<file path="src/tsi_defines.svh">
// register indices, field positions and reset values of the timer/serial interrupt block
`ifndef TSI_DEFINES_SVH
`define TSI_DEFINES_SVH

// register indices; the byte address is four times the index
`define TSI_IDX_SER_CTRL 6'h0a
`define TSI_IDX_SER_STAT 6'h0b
`define TSI_IDX_SER_DATA 6'h0c
`define TSI_IDX_TMR_CTRL 6'h12
`define TSI_IDX_TMR_STAT 6'h13
`define TSI_IDX_CAP_LOW  6'h15
`define TSI_IDX_CMP_LOW  6'h17
`define TSI_IDX_CNT_LOW  6'h19
`define TSI_IDX_EVT_STAT 6'h20
`define TSI_IDX_EVT_MASK 6'h21

// index field of haddr
`define TSI_ADDR_HI 7
`define TSI_ADDR_LO 2

// timer control and status fields
`define TSI_BIT_CAP 7
`define TSI_BIT_CMP 6
`define TSI_BIT_OVF 5

// serial control and status fields
`define TSI_BIT_SER_EN   7
`define TSI_BIT_SER_CLR  0
`define TSI_BIT_SER_DONE 7

// event status and mask fields
`define TSI_EVT_CAP 0
`define TSI_EVT_CMP 1
`define TSI_EVT_OVF 2
`define TSI_EVT_SER 3

// htrans bit that marks NONSEQ or SEQ
`define TSI_HTRANS_ACT 1

// reset values
`define TSI_RST_BYTE 8'h00
`define TSI_RST_EVT  4'h0
`define TSI_RST_TMR  3'h0
`define TSI_RST_WORD 32'h0000_0000
`define TSI_PAD_WIDTH 24

`endif

</file>
<file path="src/tsi_pkg.sv">
// types shared by the timer/serial interrupt block
package tsi_pkg;
   typedef logic [5:0] tsi_idx_t;
   typedef logic [7:0] tsi_byte_t;
   typedef logic [3:0] tsi_evt_t;
   typedef logic [2:0] tsi_tmr_t;
endpackage

</file>
<file path="src/tsi_irq.sv">
// timer and serial interrupt flags with an AHB-Lite register slave
//
// The implementer's own choice: the AHB-Lite slave port.
`timescale 1ns/100ps
`include "tsi_defines.svh"

module tsi_irq
   import tsi_pkg::*;
(
   input  wire logic        clock,
   input  wire logic        srst,
   input  wire logic        hsel,
   input  wire logic [31:0] haddr,
   input  wire logic [1:0]  htrans,
   input  wire logic        hwrite,
   input  wire logic [2:0]  hsize,
   input  wire logic [31:0] hwdata,
   input  wire logic        hready,
   output logic             hreadyout,
   output logic             hresp,
   output logic [31:0]      hrdata,
   input  wire logic        cpu_irq_mask,
   input  wire logic        capture_evt,
   input  wire logic        compare_evt,
   input  wire logic        overflow_evt,
   input  wire logic        serial_done_evt,
   input  wire logic [7:0]  capture_value,
   input  wire logic [7:0]  counter_value,
   input  wire logic [7:0]  serial_rx_data,
   output logic [7:0]       compare_low_byte,
   output logic [7:0]       serial_tx_data,
   output logic             serial_tx_load,
   output logic             timer_irq,
   output logic             serial_irq,
   output logic             event_irq
);

   // address phase decode
   logic      acc;
   logic      rd;
   logic      wr;
   tsi_idx_t  idx;
   tsi_byte_t rd_byte;

   // data phase of a write
   logic      wr_pend_q;
   tsi_idx_t  wr_idx_q;
   logic      wr_stb;
   tsi_byte_t wr_byte;

   // register state
   tsi_tmr_t  tmr_en_q;
   tsi_tmr_t  tmr_flag_q;
   tsi_tmr_t  tmr_arm_q;
   tsi_tmr_t  tmr_set;
   tsi_tmr_t  tmr_clr_acc;
   logic      ser_en_q;
   logic      ser_flag_q;
   logic      ser_arm_q;
   logic      ser_data_acc;
   logic      ser_w1c;
   tsi_byte_t cmp_low_q;
   tsi_byte_t tx_data_q;
   logic      tx_load_q;
   tsi_evt_t  evt;
   tsi_evt_t  evt_stat_q;
   tsi_evt_t  evt_mask_q;
   logic [31:0] hrdata_q;

   assign acc = hsel & hready & htrans[`TSI_HTRANS_ACT];
   assign rd  = acc & ~hwrite;
   assign wr  = acc & hwrite;
   assign idx = haddr[`TSI_ADDR_HI:`TSI_ADDR_LO];
   assign wr_stb  = wr_pend_q;
   assign wr_byte = hwdata[7:0];

   // every transfer completes with no wait state and an OKAY answer
   assign hreadyout = 1'b1;
   assign hresp     = 1'b0;
   assign hrdata    = hrdata_q;

   always_ff @(posedge clock) begin
      if (srst) begin
         wr_pend_q <= 1'b0;
         wr_idx_q  <= '0;
      end else begin
         wr_pend_q <= wr;
         wr_idx_q  <= idx;
      end
   end

   // read mux, sampled at the address phase
   always_comb begin
      rd_byte = `TSI_RST_BYTE;
      unique case (idx)
         `TSI_IDX_SER_CTRL: begin
            rd_byte[`TSI_BIT_SER_EN] = ser_en_q;
         end
         `TSI_IDX_SER_STAT: begin
            rd_byte[`TSI_BIT_SER_DONE] = ser_flag_q;
         end
         `TSI_IDX_SER_DATA: begin
            rd_byte = serial_rx_data;
         end
         `TSI_IDX_TMR_CTRL: begin
            rd_byte[`TSI_BIT_CAP:`TSI_BIT_OVF] = tmr_en_q;
         end
         `TSI_IDX_TMR_STAT: begin
            rd_byte[`TSI_BIT_CAP:`TSI_BIT_OVF] = tmr_flag_q;
         end
         `TSI_IDX_CAP_LOW: begin
            rd_byte = capture_value;
         end
         `TSI_IDX_CMP_LOW: begin
            rd_byte = cmp_low_q;
         end
         `TSI_IDX_CNT_LOW: begin
            rd_byte = counter_value;
         end
         `TSI_IDX_EVT_STAT: begin
            rd_byte[3:0] = evt_stat_q;
         end
         `TSI_IDX_EVT_MASK: begin
            rd_byte[3:0] = evt_mask_q;
         end
         default: begin
            rd_byte = `TSI_RST_BYTE;
         end
      endcase
   end

   always_ff @(posedge clock) begin
      if (srst) begin
         hrdata_q <= `TSI_RST_WORD;
      end else if (rd) begin
         hrdata_q <= {{`TSI_PAD_WIDTH{1'b0}}, rd_byte};
      end
   end

   // timer enables kept across reset, so no reset branch
   always_ff @(posedge clock) begin
      if (wr_stb && wr_idx_q == `TSI_IDX_TMR_CTRL) begin
         tmr_en_q <= wr_byte[`TSI_BIT_CAP:`TSI_BIT_OVF];
      end
   end

   always_ff @(posedge clock) begin
      if (srst) begin
         ser_en_q <= 1'b0;
      end else if (wr_stb && wr_idx_q == `TSI_IDX_SER_CTRL) begin
         ser_en_q <= wr_byte[`TSI_BIT_SER_EN];
      end
   end

   always_ff @(posedge clock) begin
      if (srst) begin
         cmp_low_q <= `TSI_RST_BYTE;
      end else if (wr_stb && wr_idx_q == `TSI_IDX_CMP_LOW) begin
         cmp_low_q <= wr_byte;
      end
   end

   always_ff @(posedge clock) begin
      if (srst) begin
         tx_data_q <= `TSI_RST_BYTE;
         tx_load_q <= 1'b0;
      end else begin
         tx_load_q <= wr_stb && wr_idx_q == `TSI_IDX_SER_DATA;
         if (wr_stb && wr_idx_q == `TSI_IDX_SER_DATA) begin
            tx_data_q <= wr_byte;
         end
      end
   end

   assign compare_low_byte = cmp_low_q;
   assign serial_tx_data   = tx_data_q;
   assign serial_tx_load   = tx_load_q;

   // timer sources, highest bit capture, lowest overflow
   assign tmr_set = {capture_evt, compare_evt, overflow_evt};
   assign tmr_clr_acc[2] = rd && idx == `TSI_IDX_CAP_LOW;
   assign tmr_clr_acc[1] = acc && idx == `TSI_IDX_CMP_LOW;
   assign tmr_clr_acc[0] = acc && idx == `TSI_IDX_CNT_LOW;

   generate
      for (genvar i = 0; i < 3; i++) begin : g_tmr
         // a new event beats a clear in the same cycle
         always_ff @(posedge clock) begin
            if (srst) begin
               tmr_flag_q[i] <= 1'b0;
            end else if (tmr_set[i]) begin
               tmr_flag_q[i] <= 1'b1;
            end else if (tmr_arm_q[i] && tmr_clr_acc[i]) begin
               tmr_flag_q[i] <= 1'b0;
            end
         end

         always_ff @(posedge clock) begin
            if (srst) begin
               tmr_arm_q[i] <= 1'b0;
            end else if (rd && idx == `TSI_IDX_TMR_STAT) begin
               tmr_arm_q[i] <= tmr_flag_q[i];
            end else if (tmr_clr_acc[i]) begin
               tmr_arm_q[i] <= 1'b0;
            end
         end
      end
   endgenerate

   assign ser_data_acc = acc && idx == `TSI_IDX_SER_DATA;
   assign ser_w1c = wr_stb && wr_idx_q == `TSI_IDX_SER_CTRL && wr_byte[`TSI_BIT_SER_CLR];

   always_ff @(posedge clock) begin
      if (srst) begin
         ser_flag_q <= 1'b0;
      end else if (serial_done_evt) begin
         ser_flag_q <= 1'b1;
      end else if ((ser_arm_q && ser_data_acc) || ser_w1c) begin
         ser_flag_q <= 1'b0;
      end
   end

   always_ff @(posedge clock) begin
      if (srst) begin
         ser_arm_q <= 1'b0;
      end else if (rd && idx == `TSI_IDX_SER_STAT) begin
         ser_arm_q <= ser_flag_q;
      end else if (ser_data_acc) begin
         ser_arm_q <= 1'b0;
      end
   end

   // flags are sticky, so a masked request simply waits
   assign timer_irq  = |(tmr_flag_q & tmr_en_q) & ~cpu_irq_mask;
   assign serial_irq = ser_flag_q & ser_en_q & ~cpu_irq_mask;

   // sticky event log for system-level interrupt
   assign evt[`TSI_EVT_CAP] = capture_evt;
   assign evt[`TSI_EVT_CMP] = compare_evt;
   assign evt[`TSI_EVT_OVF] = overflow_evt;
   assign evt[`TSI_EVT_SER] = serial_done_evt;

   always_ff @(posedge clock) begin
      if (srst) begin
         evt_stat_q <= `TSI_RST_EVT;
      end else if (wr_stb && wr_idx_q == `TSI_IDX_EVT_STAT) begin
         evt_stat_q <= (evt_stat_q & ~wr_byte[3:0]) | evt;
      end else begin
         evt_stat_q <= evt_stat_q | evt;
      end
   end

   always_ff @(posedge clock) begin
      if (srst) begin
         evt_mask_q <= `TSI_RST_EVT;
      end else if (wr_stb && wr_idx_q == `TSI_IDX_EVT_MASK) begin
         evt_mask_q <= wr_byte[3:0];
      end
   end

   assign event_irq = |(evt_stat_q & evt_mask_q);
endmodule

</file>
<file path="config.mk">
export PLATFORM = sky130hd
export DESIGN_NAME = tsi_irq
export DESIGN_NICKNAME = d
export VERILOG_FILES = /design/src/tsi_pkg.sv /design/src/tsi_irq.sv
export VERILOG_INCLUDE_DIRS = /design/src
export SDC_FILE = /design/constraint.sdc
export NUM_CORES = 1
export LEC_CHECK = 0
export ABC_CLOCK_PERIOD_IN_PS = 3300
export BUFFER_PORTS_ARGS = -buffer_cell sky130_fd_sc_hd__buf_2
export CORE_MARGIN = 5
export CORE_UTILIZATION = 48
export CTS_BUF_LIST = sky130_fd_sc_hd__clkbuf_4 sky130_fd_sc_hd__clkbuf_8
export DETAILED_ROUTE_END_ITERATION = 10
export MAX_ROUTING_LAYER = met4
export PLACE_DENSITY = 0.88
export SYNTH_ARGS = -nofsm -noshare
export SYNTH_HDL_FRONTEND = slang
export SYNTH_SLANG_ARGS = --single-unit
</file>
<file path="constraint.sdc">
create_clock -name clock -period 3.3 [get_ports clock]
set_input_delay 0.165 -clock clock [delete_from_list [all_inputs] [get_ports clock]]
set_output_delay 0.165 -clock clock [all_outputs]
set_load 0.05 [all_outputs]
</file>
==> results.md <==
- Outcome: completed
- Xor/xnor share of the synthesized area: 0%
- Initial antenna violation count: 0
- Worst IR Drop VDD: roughly 250 uV
- Vias in the first global route: roughly 2100
- Tcrit/Tclk final: between 50% and 60%
- Post-Syn Instances: 273
- DIE AREA: about 6800 um2
- Num rows: 26
- HPWL Detailed: 5000 um
- Final Hold Viols: 0
- First DRT Iteration DRCs: between 200 and 250
- Total CTS buffers: 5
- Design area: approximately 3000 um2
- Root buffer cell: clkbuf_8
- All-Layer GR Usage: about a fifth
- Adder-Cell Fraction of Synth Area: 0%
- CP Max Fanout: 9
- Hold_ws: 0.0702 ns
- Synth area leaders: dfxtp_1 39%, mux2i_1 9.9%, buf_4 8.3%
- Lkg Pwr: approximately 1.4 nW
- Area leader, netlist: dfxtp_1
- CP startpoint kind: register
- Number of synthesized flops with an enable pin: 3
- Number of library cell types mapped by synthesis: 50
- Worst-skew pair later-pin latency: approximately 0.30 ns
- Core ar.: around 5000 um2
- CTS tree: built
- Avg WL per Cell: 16.1 um
- Main combinational cell family by area after synthesis: simple AND/OR/NAND/NOR gates
- Hold buffers post-CTS: 0
- Post-route worst setup slack: between 1 and 1.5 ns
- TritonRoute pass-1 iters: 5
- FMAX: 508 MHz
- Fin util: ~58%
- TritonCTS Sinks: 52
- FF+latch count, synth: 52
- Largest net degree at the start of global routing: 50
- Worst path required time: 3.46 ns
- Vias after detailed routing: 2273
- Total power draw: roughly 1.3 mW
- Post-synth top flop: dfxtp_1
- Worst Max-Slew Pin Slew: a little under 0.9 ns
- Max-cap violations: 0
- IO Pins: 157
- DRT antenna net count: 0
- Final GP Congestion: 0.922
- Vias per cell: 5.50
- Critical path data arrival time: roughly 2.1 ns
- Setup Viol. Count Final: 0
- First-pass GRT wire length: approximately 10000 um
- Sequential area share after synthesis: between 40% and 50%
- Layout Nets: 445
- Slowest cell on crit path: nand3_1
- Compound-Gate Fraction of Synth Area: 12.9%
- PD cells: about 430 nW/um2
- Post-synthesis mux area share: between 10 and 15%
- Grt total ovfl: 0
- Setup tns final: 0 ns
- Final Non-Filler Cells: ~410
- Fraction of layout cells with a size suffix above 1: between 20% and 30%
- Post-synthesis simple-gate area fraction: between 20% and 30%
- Layout filler cell count: approximately 480
- RSZ-0062 raised after global routing: no
- Placed instance count: between 400 and 500
- Residual DRC count: 0
- Worst Skew: ~0.0044 ns
- Post_cts resized: 0
- Commonest cells post-synth: 49 x dfxtp_1, 49 x nor2_1, 28 x buf_4, 25 x mux2i_1, 14 x a21oi_1
- DIE WIDTH: 82.5 um
- Synthesis-to-layout area growth: 16.7%
- Slew HR: ~41%
- Path type of the worst setup path: reg2reg
- Area after DPL: roughly 2800 um2
- Die Y: about 82 um
- Port Buf Inserts: between 70 and 80
- Share of the synthesized area in the top cell type: a little under 40%
- # diodes: 0
- Slowest stage delay, CP: between 0.5 and 0.6 ns
- Hold Path Class: in2reg
- CP Cell Sequence: nor4bb_1 > nand3_1 > mux2i_1 > nor2_1
- Post-Syn Area: approximately 2500 um2
- # Post-CTS Setup Buffers: 0
- Longest Clk Path Bufs: 2
- Final slew viol count: 0
- Drt total wl: approximately 6600 um
- Asr flop ratio synth: 0%
- Setup WS pre-CTS: 1.40 ns
- H-tree depth: 2
- Clock transition at path regs: around 0.090 ns
- Yosys warnings: 0
- Syn avg cell area: 9.24 um2
- Crit path time final: approximately 2.0 ns
- Initial Utilization: between 40 and 50%
- Crit. End Element: register
[placed cells by master (no fill, tap or decap), drive strengths merged, types with 2 or more instances in the layout]
master,synthesis,layout
a32oi,3,3
nand2b,2,2
a222oi,5,5
nand4,2,2
a311oi,5,5
and4,2,2
and3,3,3
clkbuf,6,6
nor4b,3,3
o21ai,3,3
conb,2,26
nand3,11,11
nor4,2,2
mux2i,25,25
a21oi,14,14
and2b,2,2
dfxtp,49,49
buf,33,77
nor2b,6,6
nand2,12,12
nor3,5,5
edfxtp,3,3
a22oi,8,8
a31oi,2,2
nor2,51,51
[kinds of logic after synthesis]
| kind of cell | after synthesis |
|---|---|
| AND/OR/NAND/NOR | 108 |
| AO/OA/AOI/OAI | 45 |
| buffers and inverters | 40 |
| multiplexers | 26 |
| other | 2 |
| flip-flops | 52 |
[registers in the layout (all words and copies together) (netlist names)]
register / cells
ser_en_q: 1
serial_tx_data: 8
ser_arm_q: 1
hrdata: 8
tmr_en_q: 3
tmr_flag_q: 3
evt_stat_q: 4
wr_pend_q: 1
evt_mask_q: 4
compare_low_byte: 8
wr_idx_q: 6
serial_tx_load: 1
tmr_arm_q: 3
ser_flag_q: 1
[power breakdown]
part	leakage [nW]	switching, mW	internal, mW
logic	0.888	0.136	0.0454
clock network	0.0586	0.200	0.233
registers	0.426	0.0128	0.647
[path summary, 6_finish.rpt]
| kind | startpoint | end | slack, ns | cells past startpoint |
|---|---|---|---|---|
| worst max-delay path | wr_pend_q | serial_tx_data[4] | 1.33 | 4 |
| worst min-delay path | hwdata[5] | tmr_en_q[0] | 0.07 | 1 |
| worst max register to register | wr_pend_q | serial_tx_data[4] | 1.33 | 4 |
| worst min register to register | tmr_arm_q[0] | tmr_arm_q[0] | 0.48 | 2 |
[worst max-delay path: cells and delay by family (launching register included)]
family | cells | cell delay [ns]
AND/OR/NAND/NOR | 3 | 1.13
flip-flops | 1 | 0.39
multiplexers | 1 | 0.31
[per-layer routing]
layer,global-route usage [%],vias to the layer above,share of wire (%)
li1,-,1065,-
met2,31.7,148,44
met1,25.4,1044,43
met3,4.88,16,12
met5,-,-,0
met4,4.74,0,1.8
[final cells by class]
class / instances / area [um2] / share of cell area [%]
Multi-Input combinational cell: 205 / 1280 / 43.6
Sequential cell: 52 / 1070 / 36.4
Timing Repair Buffer: 77 / 388 / 13.2
Tap cell: 70 / 87.6 / 2.97
Clock buffer: 6 / 76.3 / 2.59
Clock inverter: 2 / 35.0 / 1.19
Inverter: 1 / 3.75 / 0.127
(Power assumes the default switching activity.)
